## config.mk

```make
export PLATFORM = sky130hd
export DESIGN_NAME = buck_mode_ctrl
export DESIGN_NICKNAME = d
export VERILOG_FILES = /design/src/shared/buck_pkg.sv /design/src/buck_channel.sv /design/src/buck_mode_ctrl.sv
export SDC_FILE = /design/constraint.sdc
export NUM_CORES = 1
export LEC_CHECK = 0
export ABC_AREA = 1
export BUFFER_PORTS_ARGS = -buffer_cell sky130_fd_sc_hd__buf_2
export CAP_MARGIN = 10
export CELL_PAD_IN_SITES_DETAIL_PLACEMENT = 1
export CELL_PAD_IN_SITES_GLOBAL_PLACEMENT = 2
export CORE_MARGIN = 3
export CORE_UTILIZATION = 37
export CTS_CLUSTER_DIAMETER = 30
export DETAILED_ROUTE_END_ITERATION = 8
export HOLD_SLACK_MARGIN = 0.02
export PLACE_DENSITY = 0.95
export REMOVE_ABC_BUFFERS = 1
export SYNTH_ARGS = -nofsm -noshare
export SYNTH_HDL_FRONTEND = slang
export SYNTH_SLANG_ARGS = --single-unit
```

## constraint.sdc

```tcl
create_clock -name CLK_SYS -period 6.6 [get_ports CLK_SYS]
set_input_delay 0.33 -clock CLK_SYS [delete_from_list [all_inputs] [get_ports CLK_SYS]]
set_output_delay 0.33 -clock CLK_SYS [all_outputs]
set_load 0.02 [all_outputs]
```

## src/shared/buck_pkg.sv

```systemverilog
// package: constants, types and mode decoder for the buck mode control block
//
// How it works
// - decoded sleep control 0 means awake, 1 means in sleep
// - sleep control is the pin level, inverted when sleep_polarity_invert is 1
// - sleep request acts only in On; ignored in start-up and watchdog phase
// - low-power Off request reconfigures by mode fields and overrides sleep configuration
// - sleep_entry_delay 00 none, 01 one period (default), 10 two, 11 three
// - nonzero delay holds off the whole sleep response until the counter expires
// - delay applies on entering sleep only; leaving sleep is immediate
// - pin synchronisation may add up to one more 32 kHz period of latency
// - a regulator first switched on steps its output toward the programmed value
// - soft start forces PWM for 3.0 ms, then falls back to auto_skip
// - mode codes 0000 to 0111 decode to normal/sleep mode pairs
// - mode codes 1000 to 1111 decode to normal/sleep mode pairs
// - start-up sequencer reloads every buck_mode_select from the profile default
// - reading buck_mode_select returns the programmed value, not the effective mode
// - each regulator has a sleep set point defaulting to the profile normal set point
// - moves between normal and sleep set points follow a controlled slope
// - buck_memhold_mode bit picks off (0) or PFM (1) in memory hold
// - buck_useroff_mode bit picks off (0) or PFM (1) in user off
// - a regulator active in low-power Off uses its sleep set point until its sequencer slot in start-up
// - at its sequencer slot a regulator reloads as from Off; held ones stay on
package buck_pkg;

	// ****************************************
	// sizes and timing
	// ****************************************
	localparam int NUM_BUCK      = 5;
	localparam int CLK_MHZ       = 100;
	localparam int CLK_HZ        = 100_000_000;
	localparam int SLOW_HZ       = 32_768;
	localparam int TICK_CYC      = CLK_HZ / SLOW_HZ;     // one 32 kHz period, rounded down
	localparam int TICK_W        = 12;
	localparam int SOFT_START_US = 3000;                 // 3.0 ms forced PWM
	localparam int SOFT_START_CYC_DFLT = SOFT_START_US * CLK_MHZ;
	localparam int SS_W          = 20;

	// ****************************************
	// register map and fields
	// ****************************************
	localparam logic [7:0] OFS_CTRL   = 8'h00;
	localparam logic [7:0] OFS_STATUS = 8'h04;
	localparam logic [7:0] OFS_MODE   = 8'h08;
	localparam logic [7:0] OFS_LPMODE = 8'h0C;
	localparam logic [7:0] OFS_SETPT  = 8'h10;
	localparam int CTRL_INV_BIT   = 0;
	localparam int CTRL_DLY_LSB   = 1;
	localparam int CTRL_LPREQ_BIT = 3;
	localparam int LP_MH_LSB      = 0;
	localparam int LP_UO_LSB      = 8;
	localparam int SP_NORM_LSB    = 0;
	localparam int SP_SLEEP_LSB   = 8;

	// ****************************************
	// reset and profile defaults
	// ****************************************
	localparam logic       INV_RST  = 1'b0;
	localparam logic [1:0] DLY_RST  = 2'h1;
	localparam logic       LPREQ_RST = 1'b0;
	localparam logic [4:0] MH_RST   = 5'h00;
	localparam logic [4:0] UO_RST   = 5'h00;
	localparam logic [3:0] MODE_DFLT [4] = '{4'h8, 4'h5, 4'hC, 4'h1};
	localparam logic [5:0] VSET_DFLT [4] = '{6'h10, 6'h14, 6'h18, 6'h1C};

	// ****************************************
	// types
	// ****************************************
	typedef enum logic [2:0] {BM_OFF, BM_PWM, BM_PWM_SKIP, BM_PFM, BM_AUTO_SKIP} buck_mode_e;
	typedef enum logic [2:0] {
		PS_OFF, PS_STARTUP, PS_ON, PS_WATCHDOG, PS_MEMHOLD, PS_USEROFF
	} pwr_state_e;
	typedef struct packed {
		buck_mode_e mode;
		logic [5:0] vset;
	} buck_out_s;
	typedef struct packed {
		logic [25:0] pad;
		pwr_state_e  state;
		logic        pin_lvl;
		logic        sleep_act;
		logic        sleep_ctrl;
	} status_s;

	// normal or sleep column of a buck_mode_select code
	function automatic buck_mode_e mode_decode(input logic [3:0] code, input logic sleep);
		case (code)
			4'h0: mode_decode = BM_OFF;
			4'h1: mode_decode = sleep ? BM_OFF : BM_PWM;
			4'h2: mode_decode = sleep ? BM_OFF : BM_PWM_SKIP;
			4'h3: mode_decode = sleep ? BM_OFF : BM_PFM;
			4'h4: mode_decode = sleep ? BM_OFF : BM_AUTO_SKIP;
			4'h5: mode_decode = BM_PWM;
			4'h6: mode_decode = sleep ? BM_AUTO_SKIP : BM_PWM;
			4'h7: mode_decode = BM_OFF;
			4'h8: mode_decode = BM_AUTO_SKIP;
			4'h9: mode_decode = sleep ? BM_PWM_SKIP : BM_PWM;
			4'hA: mode_decode = BM_PWM_SKIP;
			4'hB: mode_decode = sleep ? BM_AUTO_SKIP : BM_PWM_SKIP;
			4'hC: mode_decode = sleep ? BM_PFM : BM_AUTO_SKIP;
			4'hD: mode_decode = sleep ? BM_PFM : BM_PWM;
			4'hE: mode_decode = sleep ? BM_PFM : BM_PWM_SKIP;
			default: mode_decode = BM_PFM;
		endcase
	endfunction : mode_decode

endpackage : buck_pkg

```

## src/buck_channel.sv

```systemverilog
// module: one regulator channel with soft start and set point slope
`timescale 1ns/1ns
module buck_channel #(
	parameter int unsigned SS_CYC = buck_pkg::SOFT_START_CYC_DFLT
) (
	input  wire logic              clk,
	input  wire logic              srst,
	input  wire logic              tick,
	input  wire buck_pkg::buck_out_s tgt,
	output buck_pkg::buck_out_s    out
);
	import buck_pkg::*;

	typedef enum logic [1:0] {CH_OFF, CH_SOFT, CH_SKIP, CH_RUN} ch_state_e;

	ch_state_e        st_r;
	logic [SS_W-1:0]  ss_cnt_r;
	buck_mode_e       mode_r;
	logic [5:0]       vset_r;
	logic             tgt_on;

	assign tgt_on = (tgt.mode != BM_OFF);
	assign out    = '{mode: mode_r, vset: vset_r};

	// ****************************************
	// mode sequence: off, soft start, auto_skip, run
	// ****************************************
	always_ff @(posedge clk) begin
		if (srst) begin
			st_r     <= CH_OFF;
			ss_cnt_r <= '0;
			mode_r   <= BM_OFF;
		end else begin
			case (st_r)
				CH_OFF: begin
					mode_r <= BM_OFF;
					if (tgt_on) begin
						st_r     <= CH_SOFT;
						ss_cnt_r <= SS_W'(SS_CYC - 1);
						mode_r   <= BM_PWM;
					end
				end
				CH_SOFT: begin
					if (!tgt_on) begin
						st_r   <= CH_OFF;
						mode_r <= BM_OFF;
					end else if (ss_cnt_r == '0) begin
						st_r   <= CH_SKIP;
						mode_r <= BM_AUTO_SKIP;
					end else begin
						ss_cnt_r <= ss_cnt_r - 1'b1;
					end
				end
				CH_SKIP: begin
					if (!tgt_on) begin
						st_r   <= CH_OFF;
						mode_r <= BM_OFF;
					end else if (vset_r == tgt.vset) begin
						st_r   <= CH_RUN;
						mode_r <= tgt.mode;
					end
				end
				CH_RUN: begin
					mode_r <= tgt.mode;
					if (!tgt_on)
						st_r <= CH_OFF;
				end
				default: begin
					st_r   <= CH_OFF;
					mode_r <= BM_OFF;
				end
			endcase
		end
	end

	// set point: one code per 32 kHz tick toward target, discharged when off
	always_ff @(posedge clk) begin
		if (srst)
			vset_r <= '0;
		else if (st_r == CH_OFF || !tgt_on)
			vset_r <= '0;
		else if (tick && vset_r < tgt.vset)
			vset_r <= vset_r + 6'h01;
		else if (tick && vset_r > tgt.vset)
			vset_r <= vset_r - 6'h01;
	end
endmodule : buck_channel

```

## src/buck_mode_ctrl.sv

```systemverilog
// module: buck mode and sleep control with its APB register slave
`timescale 1ns/1ns
module buck_mode_ctrl #(
	parameter int unsigned SOFT_START_CYC = buck_pkg::SOFT_START_CYC_DFLT
) (
	input  wire logic                              CLK_SYS,
	input  wire logic                              SRST,
	input  wire logic                              PSEL,
	input  wire logic                              PENABLE,
	input  wire logic                              PWRITE,
	input  wire logic [7:0]                        PADDR,
	input  wire logic [31:0]                       PWDATA,
	output logic [31:0]                            PRDATA,
	output logic                                   PREADY,
	output logic                                   PSLVERR,
	input  wire logic                              SLEEP_PIN,
	input  wire buck_pkg::pwr_state_e              PWR_STATE,
	input  wire logic [1:0]                        PROFILE_SEL,
	input  wire logic                              SEQ_START,
	input  wire logic [buck_pkg::NUM_BUCK-1:0]     SEQ_SLOT,
	output buck_pkg::buck_out_s [buck_pkg::NUM_BUCK-1:0] BUCK_OUT,
	output logic                                   SLEEP_ACTIVE,
	output logic                                   LOWPWR_OFF_REQ
);
	import buck_pkg::*;

	logic [TICK_W-1:0]     tick_cnt_r;
	logic                  tick_r;
	logic                  pin_s1_r;
	logic                  pin_s2_r;
	logic                  pin_q_r;
	logic                  sleep_ctrl;
	logic                  sleep_req;
	logic                  sleep_act_r;
	logic [1:0]            dly_cnt_r;
	logic                  inv_r;
	logic [1:0]            dly_r;
	logic                  lp_req_r;
	logic [4*NUM_BUCK-1:0] mode_sel_r;
	logic [NUM_BUCK-1:0]   mh_r;
	logic [NUM_BUCK-1:0]   uo_r;
	logic [5:0]            norm_sp [NUM_BUCK];
	logic [4:0]            slp_sp [NUM_BUCK];
	logic [31:0]           prdata_r;
	logic                  pready_r;
	logic                  pslverr_r;
	logic [31:0]           rd_data;
	logic                  rd_hit;
	logic [2:0]            sp_idx;
	logic                  setup;
	logic                  wr_go;
	status_s               status;

	assign PRDATA         = prdata_r;
	assign PREADY         = pready_r;
	assign PSLVERR        = pslverr_r;
	assign SLEEP_ACTIVE   = sleep_act_r;
	assign LOWPWR_OFF_REQ = lp_req_r;

	// ****************************************
	// 32 kHz time base
	// ****************************************
	always_ff @(posedge CLK_SYS) begin
		if (SRST) begin
			tick_cnt_r <= '0;
			tick_r     <= 1'b0;
		end else if (tick_cnt_r == TICK_W'(TICK_CYC - 1)) begin
			tick_cnt_r <= '0;
			tick_r     <= 1'b1;
		end else begin
			tick_cnt_r <= tick_cnt_r + 1'b1;
			tick_r     <= 1'b0;
		end
	end

	// ****************************************
	// sleep pin path
	// ****************************************
	// two-stage synchroniser, then sampled on the 32 kHz tick
	always_ff @(posedge CLK_SYS) begin
		if (SRST) begin
			pin_s1_r <= 1'b0;
			pin_s2_r <= 1'b0;
		end else begin
			pin_s1_r <= SLEEP_PIN;
			pin_s2_r <= pin_s1_r;
		end
	end

	// tick sampling costs at most one more slow period
	always_ff @(posedge CLK_SYS) begin
		if (SRST)
			pin_q_r <= 1'b0;
		else if (tick_r)
			pin_q_r <= pin_s2_r;
	end

	// 1 means sleep, after polarity correction
	assign sleep_ctrl = pin_q_r ^ inv_r;
	// only honoured in On, and never against a low-power Off request
	assign sleep_req  = sleep_ctrl && (PWR_STATE == PS_ON) && !lp_req_r;

	// entry delay in slow periods; exit is immediate
	always_ff @(posedge CLK_SYS) begin
		if (SRST) begin
			sleep_act_r <= 1'b0;
			dly_cnt_r   <= 2'h0;
		end else if (!sleep_req) begin
			sleep_act_r <= 1'b0;
			dly_cnt_r   <= 2'h0;
		end else if (!sleep_act_r) begin
			if (dly_cnt_r >= dly_r)
				sleep_act_r <= 1'b1;
			else if (tick_r)
				dly_cnt_r <= dly_cnt_r + 2'h1;
		end
	end

	// ****************************************
	// APB slave
	// ****************************************
	assign setup = PSEL && !PENABLE;
	assign wr_go = PSEL && PENABLE && PWRITE && pready_r && !pslverr_r;
	assign sp_idx = 3'((PADDR - OFS_SETPT) >> 2);

	always_comb begin
		status = '{pad: '0, state: PWR_STATE, pin_lvl: pin_q_r,
			sleep_act: sleep_act_r, sleep_ctrl: sleep_ctrl};
	end

	// read decode; the mode register shows what was written
	always_comb begin
		rd_data = 32'h0000_0000;
		rd_hit  = 1'b1;
		case (PADDR)
			OFS_CTRL: begin
				rd_data[CTRL_INV_BIT]            = inv_r;
				rd_data[CTRL_DLY_LSB +: 2]       = dly_r;
				rd_data[CTRL_LPREQ_BIT]          = lp_req_r;
			end
			OFS_STATUS: rd_data = status;
			OFS_MODE:   rd_data[4*NUM_BUCK-1:0] = mode_sel_r;
			OFS_LPMODE: begin
				rd_data[LP_MH_LSB +: NUM_BUCK] = mh_r;
				rd_data[LP_UO_LSB +: NUM_BUCK] = uo_r;
			end
			default: begin
				// range test on the full address, so high offsets cannot alias
				if (PADDR >= OFS_SETPT && PADDR[1:0] == 2'h0
						&& PADDR < OFS_SETPT + 8'(4 * NUM_BUCK)) begin
					rd_data[SP_NORM_LSB +: 6]  = norm_sp[sp_idx];
					rd_data[SP_SLEEP_LSB +: 5] = slp_sp[sp_idx];
				end else begin
					rd_hit = 1'b0;
				end
			end
		endcase
	end

	// zero-wait answer: data captured in setup, ready in access
	always_ff @(posedge CLK_SYS) begin
		if (SRST) begin
			prdata_r  <= 32'h0000_0000;
			pready_r  <= 1'b0;
			pslverr_r <= 1'b0;
		end else begin
			pready_r  <= setup;
			pslverr_r <= setup && !rd_hit;
			if (setup)
				prdata_r <= (rd_hit && !PWRITE) ? rd_data : 32'h0000_0000;
		end
	end

	// control bits
	always_ff @(posedge CLK_SYS) begin
		if (SRST) begin
			inv_r    <= INV_RST;
			dly_r    <= DLY_RST;
			lp_req_r <= LPREQ_RST;
		end else if (wr_go && PADDR == OFS_CTRL) begin
			inv_r    <= PWDATA[CTRL_INV_BIT];
			dly_r    <= PWDATA[CTRL_DLY_LSB +: 2];
			lp_req_r <= PWDATA[CTRL_LPREQ_BIT];
		end
	end

	// mode fields, reloaded by the sequencer ahead of any write
	always_ff @(posedge CLK_SYS) begin
		if (SRST)
			mode_sel_r <= {NUM_BUCK{MODE_DFLT[0]}};
		else if (SEQ_START)
			mode_sel_r <= {NUM_BUCK{MODE_DFLT[PROFILE_SEL]}};
		else if (wr_go && PADDR == OFS_MODE)
			mode_sel_r <= PWDATA[4*NUM_BUCK-1:0];
	end

	// low-power Off mode bits
	always_ff @(posedge CLK_SYS) begin
		if (SRST) begin
			mh_r <= MH_RST;
			uo_r <= UO_RST;
		end else if (wr_go && PADDR == OFS_LPMODE) begin
			mh_r <= PWDATA[LP_MH_LSB +: NUM_BUCK];
			uo_r <= PWDATA[LP_UO_LSB +: NUM_BUCK];
		end
	end

	// ****************************************
	// per-regulator control
	// ****************************************
	for (genvar i = 0; i < NUM_BUCK; i++) begin : g_buck
		logic       held_r;
		logic       slot_done_r;
		logic [3:0] code;
		buck_out_s  tgt;

		assign code = mode_sel_r[4*i +: 4];

		// set points; sleep default follows the profile normal value
		always_ff @(posedge CLK_SYS) begin
			if (SRST) begin
				norm_sp[i] <= VSET_DFLT[0];
				slp_sp[i]  <= VSET_DFLT[0][4:0];
			end else if (SEQ_START) begin
				norm_sp[i] <= VSET_DFLT[PROFILE_SEL];
				slp_sp[i]  <= VSET_DFLT[PROFILE_SEL][4:0];
			end else if (wr_go && PADDR == OFS_SETPT + 8'(4*i)) begin
				norm_sp[i] <= PWDATA[SP_NORM_LSB +: 6];
				slp_sp[i]  <= PWDATA[SP_SLEEP_LSB +: 5];
			end
		end

		// remembers a regulator left on through low-power Off
		always_ff @(posedge CLK_SYS) begin
			if (SRST) begin
				held_r      <= 1'b0;
				slot_done_r <= 1'b0;
			end else begin
				if (PWR_STATE == PS_MEMHOLD)
					held_r <= mh_r[i];
				else if (PWR_STATE == PS_USEROFF)
					held_r <= uo_r[i];
				else if (PWR_STATE == PS_OFF || SEQ_SLOT[i])
					held_r <= 1'b0;
				if (SEQ_START)
					slot_done_r <= 1'b0;
				else if (SEQ_SLOT[i])
					slot_done_r <= 1'b1;
			end
		end

		// target mode and set point for this regulator
		always_comb begin
			tgt = '{mode: BM_OFF, vset: norm_sp[i]};
			case (PWR_STATE)
				PS_MEMHOLD: begin
					tgt.mode = mh_r[i] ? BM_PFM : BM_OFF;
					tgt.vset = {1'b0, slp_sp[i]};
				end
				PS_USEROFF: begin
					tgt.mode = uo_r[i] ? BM_PFM : BM_OFF;
					tgt.vset = {1'b0, slp_sp[i]};
				end
				PS_ON, PS_WATCHDOG: begin
					tgt.mode = mode_decode(code, sleep_act_r);
					if (sleep_act_r)
						tgt.vset = {1'b0, slp_sp[i]};
				end
				PS_STARTUP: begin
					if (slot_done_r || SEQ_SLOT[i]) begin
						tgt.mode = mode_decode(code, 1'b0);
					end else if (held_r) begin
						tgt.mode = BM_PFM;
						tgt.vset = {1'b0, slp_sp[i]};
					end
				end
				default: tgt.mode = BM_OFF;
			endcase
		end

		buck_channel #(
			.SS_CYC (SOFT_START_CYC)
		) u_chan (
			.clk  (CLK_SYS),
			.srst (SRST),
			.tick (tick_r),
			.tgt  (tgt),
			.out  (BUCK_OUT[i])
		);

	end
endmodule : buck_mode_ctrl

```

Word-level counts from Yosys, hierarchy flattened:

Memories as Yosys holds them, arrays and structs flattened. A register that Yosys moved wholly into a read port is not among the register bits.
Cells that the tools add are included.

* flip-flop bits (word level): 252
* RAM bits: 55
* ROM bits: 240
* input bits: 57
* output and inout port bits: 81
* word-level logic and storage cells: 613
* memories: 7

Memory list
* (name not given): words 16, bits a word 3, rd ports 1, clocked after Yosys merged registers in 1, write ports 0, line buck_pkg.sv:87 `case (code)`
* (name not given): words 16, bits a word 3, rd ports 1, clocked after Yosys merged registers in 1, write ports 0, line buck_pkg.sv:87
* (name not given): words 16, bits a word 3, rd ports 1, clocked after Yosys merged registers in 1, write ports 0, line buck_pkg.sv:87
* (name not given): words 16, bits a word 3, rd ports 1, clocked after Yosys merged registers in 1, write ports 0, line buck_pkg.sv:87
* (name not given): words 16, bits a word 3, rd ports 1, clocked after Yosys merged registers in 1, write ports 0, line buck_pkg.sv:87
* norm_sp: words 5, bits a word 6, rd ports 6, clocked after Yosys merged registers in 0, write ports 5, line buck_mode_ctrl.sv:42 `logic [5:0] norm_sp [NUM_BUCK];`
* 1 more memories

* add/subtract/negate cells: 18
* magnitude comparators: 14
* equality and inequality tests: 134
* muxes and demuxes: 242
* bitwise operators: 25
* reduce and logical (&&, ||, !) cells: 127

Operators by type and width (number)
* $mux 20: 18
* $pmux 3 s14: 5
* $pmux 20 s2: 5
* $mux 6: 33
* $eq 4x4->1 const B: 35
* $pmux 3 s4: 10
* $logic_not 20->1: 5
* $sub 20x1->20 const B: 5
* $mux 2: 45
* $pmux 6 s3: 5
* $mux 3: 29
* $eq 4x3->1 const B: 20
* $mux 5: 11
* $mux 1: 52
* $mux 4: 12
* $eq 4x2->1 const B: 10
* $mux 8: 5
* $pmux 2 s4: 5
* $reduce_and 4->1: 10
* $reduce_or 2->1: 17
* $eq 8x5->1 const B: 4
* $add 6x1->6 const B: 5
* $eq 6x6->1: 5
* $gt 6x6->1: 5
* 45 further kinds: 204

Depth between registers and ports, before layout:

* word-level depth: 10
* mapped depth: 26
* depth with buffers taken out: 24

Cells and area by module:

A second synthesis with hierarchy kept.

* cells, all modules: 2845
* area, all modules: 19291.0 µm²

By module, submodules not included
* buck_channel: instances 5, cells an instance 320, area each 2122.0 µm², seq. area each 620.6 µm²
* buck_mode_ctrl: instances 1, cells an instance 1245, area each 8680.8 µm², seq. area each 3653.5 µm²

Worst setup path after synthesis:

No wires, ideal clock.

* path kind: reg2reg
* start: register sleep_act_r, in the netlist SLEEP_ACTIVE
* end: register g_buck[0].u_chan.vset_r[5]
* setup time: 0.122 ns
* arrival: 3.597 ns
* required time: 6.478 ns
* path slack: 2.881 ns
* stages on the path, launching flop included: 25
* path buffers: 2
* clock period less this slack: 3.719 ns
* path through: dfxtp_1 buf_4 buf_2 a21oi_4 inv_1 or2_1 inv_2 nand2_1 nand2_1 inv_1 ha_1 inv_1 nor2_1 o21ai_0 nand4_1 ha_1 nand3_1 nand3_1 nand2_1 nand2_1 a21oi_1 nand2b_1 nand2_1 xor2_1 nor2_1

* word-level cells in the longest chain between the ends: 7
* elaborated cells on any way between the ends: 24
* classes of those cells: 2 x order compare; 15 x mux; 7 x reduce/logical

RTL lines
* start: declaration: line buck_mode_ctrl.sv:34 `logic sleep_act_r;`
* start signal: assignment: line buck_mode_ctrl.sv:106 `sleep_act_r <= 1'b0;`
* start signal: assignment: line buck_mode_ctrl.sv:109 `sleep_act_r <= 1'b0;`
* start signal: assignment: line buck_mode_ctrl.sv:113 `sleep_act_r <= 1'b1;`
* $mux 1 (tied with other cells): line buck_pkg.sv:102 `4'hE: mode_decode = sleep ? BM_PFM : BM_PWM_SKIP;`
* $pmux 3 s14: line buck_pkg.sv:87
* $pmux 3 s4: line buck_mode_ctrl.sv:255 `case (PWR_STATE)`
* $reduce_bool 3->1: line buck_channel.sv:22 `assign tgt_on = (tgt.mode != BM_OFF);`
* $logic_not 1->1
* $logic_or 1x1->1: line buck_channel.sv:80 `else if (st_r == CH_OFF || !tgt_on)`
* $reduce_or 2->1 (no source line)
* end signal: assignment: line buck_channel.sv:83 `vset_r <= vset_r + 6'h01;`
* end signal: assignment: line buck_channel.sv:85 `vset_r <= vset_r - 6'h01;`
* end: declaration: line buck_channel.sv:19 `logic [5:0] vset_r;`

Several ways; a longest one is shown, not always the timed one.
A chain may end at the register's enable or synchronous reset.

Worst setup path in the final report:

* start: register g_buck[3].slot_done_r
* end: register g_buck[3].u_chan.vset_r[5]

* word-level cells in the longest chain between the ends: 7
* elaborated cells on any way between the ends: 15
* classes of those cells: 2 x order compare; 5 x mux; 8 x reduce/logical

RTL lines
* start: declaration: line buck_mode_ctrl.sv:213 `logic slot_done_r;`
* start signal: assignment: line buck_mode_ctrl.sv:237 `slot_done_r <= 1'b0;`
* start signal: assignment: line buck_mode_ctrl.sv:246 `slot_done_r <= 1'b0;`
* start signal: assignment: line buck_mode_ctrl.sv:248 `slot_done_r <= 1'b1;`
* $logic_or 1x1->1 (*): line buck_mode_ctrl.sv:270 `if (slot_done_r || SEQ_SLOT[i]) begin`
* parallel branches: the longest is 6 deep, another holds $lt 6x6->1
* end signal: assignment: line buck_channel.sv:83
* end signal: assignment: line buck_channel.sv:85
* end: declaration: line buck_channel.sv:19

Mark *: on every way between the ends.

==> out/qor.csv <==
metric,value,unit
outcome,"finished, final reports clean",
h-tree-depth,3,
synth_largest_area_cell,dfxtp_1,
vias,19520,
dp_hpwl,47970,um
finalHoldViolCount,0,
crit_path_max_incr_delay,690,ps
yosysUniqueCellTypes,58,
cts_buffer_depth,3,
cpMostUsedCell,nand2_1,
fin_setup_tns,0,ps
seq_area_frac_synth,35.67,%
numCtsBuffers,85,
layout-drive-gt1-share,13.33,%
start_util,37.60,%
crit_fanout,13,
gp_congestion,0.8831,
criticalPathCategory,reg -> reg,
slew_viol_final,0,
layout_min_cycle_time,4920,ps
synth.most_common_cell,nand2_1,
rsz0062_at_grt,false,
hold_ws,42.18,ps
grt_overflow_total,0,
max_freq,0.2032,GHz
synth_common_cells,"714 x nand2_1, 427 x nor2_1, 264 x nand3_1",
final_cell_area,23040,um^2
rows,82,
finClkSkew,15.74,ps
drtPass1Iterations,5,
cp.arrival,5440,ps
clk_latency,610,ps
avgSynthCellArea,6.730,um^2
p_per_area,331.4,nW/um^2
clockRootBuffer,clkbuf_16,
dieArea,53940,um^2
fin_crit_sh,74.55,%
slowest_stage,o21ai_0,
placement.cell_area,19890,um^2
end_kind,flop,
wirelength,67150,um
netlist_instances,2814,
startpoint_type,flop,
die_x,232.2,um
slew-limit-headroom,20.60,%
cts_tree,done,
layout_setup_ws,1680,ps
cap_violations,0,
nets,3067,
peakVddDrop,0.0001949,V
yosys.area.top_type_share,26.95,%
tightest_slew,1187,ps
synth_enable_flop_cells,55,
syn-cell-area,18940,um^2
critical-path-top-delay-family,compound AO/OA/AOI/OAI gates,
dr.first_iter.drc_count,1111,
drc,0,
setup_viol_count_final,0,
viasPerCell,5.300,
post_drt_wl_per_cell,18.24,um
ant_nets,0,
min_path_type,in -> reg,
synth_warnings,0,
critical_path_required,7120,ps
grt_pass1_vias,20610,
fillers,6439,
clk_pin_slew,50,ps
synth_area_leaders,"dfxtp_1 27%, nand2_1 14%, edfxtp_1 8.7%",
ys_async_sr_fraction,0,%
leakagePower,10.38,nW
cp.buffers_inverters,3,
portBuffers,113,
grt_pass1_wl,107800,um
area_delta_synth_final,21.68,%
ys_dominant_reg_cell,dfxtp_1,
io_pins,138,
grt.total_usage,24.77,%
grt_max_degree,52,
crit_chain,"nor2_1, nand2_1, o21ai_0, inv_1, o31ai_1, inv_1, ha_1, nand2_1, nor2_1, o21ai_0, nand4_1, ha_1, nand3_1, nand3_1, nand2_1, nand2_1, a21oi_1, inv_1, nand2_1, nand3b_1, a21oi_1",
die_h,232.2,um
core,50380,um^2
clock_sinks,310,
preCtsSetupSlack,1472,ps
ys_ff_latch,310,
antenna_found_initial,0,
-- worst reg2reg max path, cell delays in order, from the launching register on --
cell and delay, ps:
dfxtp_1 310, nor2_1 210, nand2_1 170, o21ai_0 690, inv_1 310, o31ai_1 500
inv_1 120, ha_1 300, nand2_1 100, nor2_1 70, o21ai_0 90, nand4_1 510
ha_1 570, nand3_1 100, nand3_1 80, nand2_1 90, nand2_1 60, a21oi_1 170
inv_1 60, nand2_1 80, nand3b_1 100, a21oi_1 160
-- layer usage --
metal	vias up	GRT usage, %	wire length, um
met2	486	43.97	33170
li1	9423	-	-
met5	-	0	0
met4	0	10.34	2208
met3	144	4.060	3348
met1	9463	29.53	28420
-- area by class of cell --
| class | instances | area [um^2] | area share (%) |
|---|---|---|---|
| Multi-Input combinational cell | 2143 | 10640 | 46.17 |
| Antenna cell | 1 | 2.502 | 0.01086 |
| Clock buffer | 108 | 2462 | 10.69 |
| Sequential cell | 310 | 6756 | 29.32 |
| Inverter | 274 | 1033 | 4.485 |
| Clock inverter | 52 | 669.4 | 2.905 |
| Timing Repair Buffer | 122 | 640.6 | 2.780 |
| Tap cell | 672 | 840.8 | 3.649 |
-- repair_timing --
item                                   4_1_cts  5_1_grt
buffers inserted                             0        0
gates resized for setup                      0        0
endpoints found under the hold margin        2        0
hold buffers                                 2        0
-- cells by family after synthesis --
family,after synthesis,synth area share (%)
xor gates and xnor gates,58,2.682
buffers and inverters,372,8.383
other,1,0.01980
AOI/OAI and AO/OA,426,12.25
adders and majority gates,74,5.087
DFF,310,35.67
and+or+nand+nor,1573,35.91
-- cells in the final DEF (no fill, tap or decap), types with 12 or more instances in the layout --
| cell type | netlist | final |
|---|---|---|
| o22ai_1 | 21 | 21 |
| nand2_1 | 714 | 714 |
| inv_1 | 256 | 255 |
| or2_2 | 53 | 53 |
| o21ai_0 | 130 | 130 |
| clkinv_2 | 0 | 14 |
| bufinv_16 | 0 | 13 |
| nor3_1 | 24 | 24 |
| clkbuf_16 | 0 | 92 |
| xor2_1 | 50 | 50 |
| inv_2 | 11 | 12 |
| a21oi_1 | 217 | 217 |
| ha_1 | 69 | 69 |
| conb_1 | 1 | 12 |
| buf_2 | 19 | 112 |
| edfxtp_1 | 55 | 55 |
| nand3_1 | 264 | 264 |
| dfxtp_1 | 255 | 255 |
| nand3_2 | 20 | 20 |
| a21oi_2 | 12 | 12 |
| nor2_1 | 427 | 426 |
| nand4_1 | 25 | 25 |
-- metrics by stage --
step                      utilization, %  cells  power (W)
after global routing               45.74   3681   0.007959
after global placement             39.48   3519   0.003136
after floorplan                        -   2727   0.002865
after detailed placement           39.48   3519   0.003184
after CTS                          45.74   3681   0.007696
final                              45.75   3682   0.007636
-- power by group --
group          switching (W)  internal [W]  leakage, nW
Clock                0.00133       0.00314         1.52
Combinational       0.000710      0.000336         6.21
Sequential         0.0000950       0.00203         2.65
Total                0.00213       0.00550         10.4
-- final timing paths --
check	from	end	slack, ps	cells after the start
setup reg to reg	g_buck[3].slot_done_r	g_buck[3].u_chan.vset_r[5]	1680	21
hold reg to reg	pin_s1_r	pin_s2_r	440	2
setup / recovery	g_buck[3].slot_done_r	g_buck[3].u_chan.vset_r[5]	1680	21
hold / removal	PWDATA[1]	dly_r[0]	40	3
-- sequential cells by signal, indices dropped and copies added (netlist names), 12 cells and up, named ones only --
register                flops
g_buck.u_chan.vset_r       30
mode_sel_r                 20
tick_cnt_r                 12
PRDATA                     20
slp_sp                     25
norm_sp                    30
g_buck.u_chan.ss_cnt_r    100
g_buck.u_chan.mode_r       15
No activity file was read; power rests on OpenSTA's default activity.
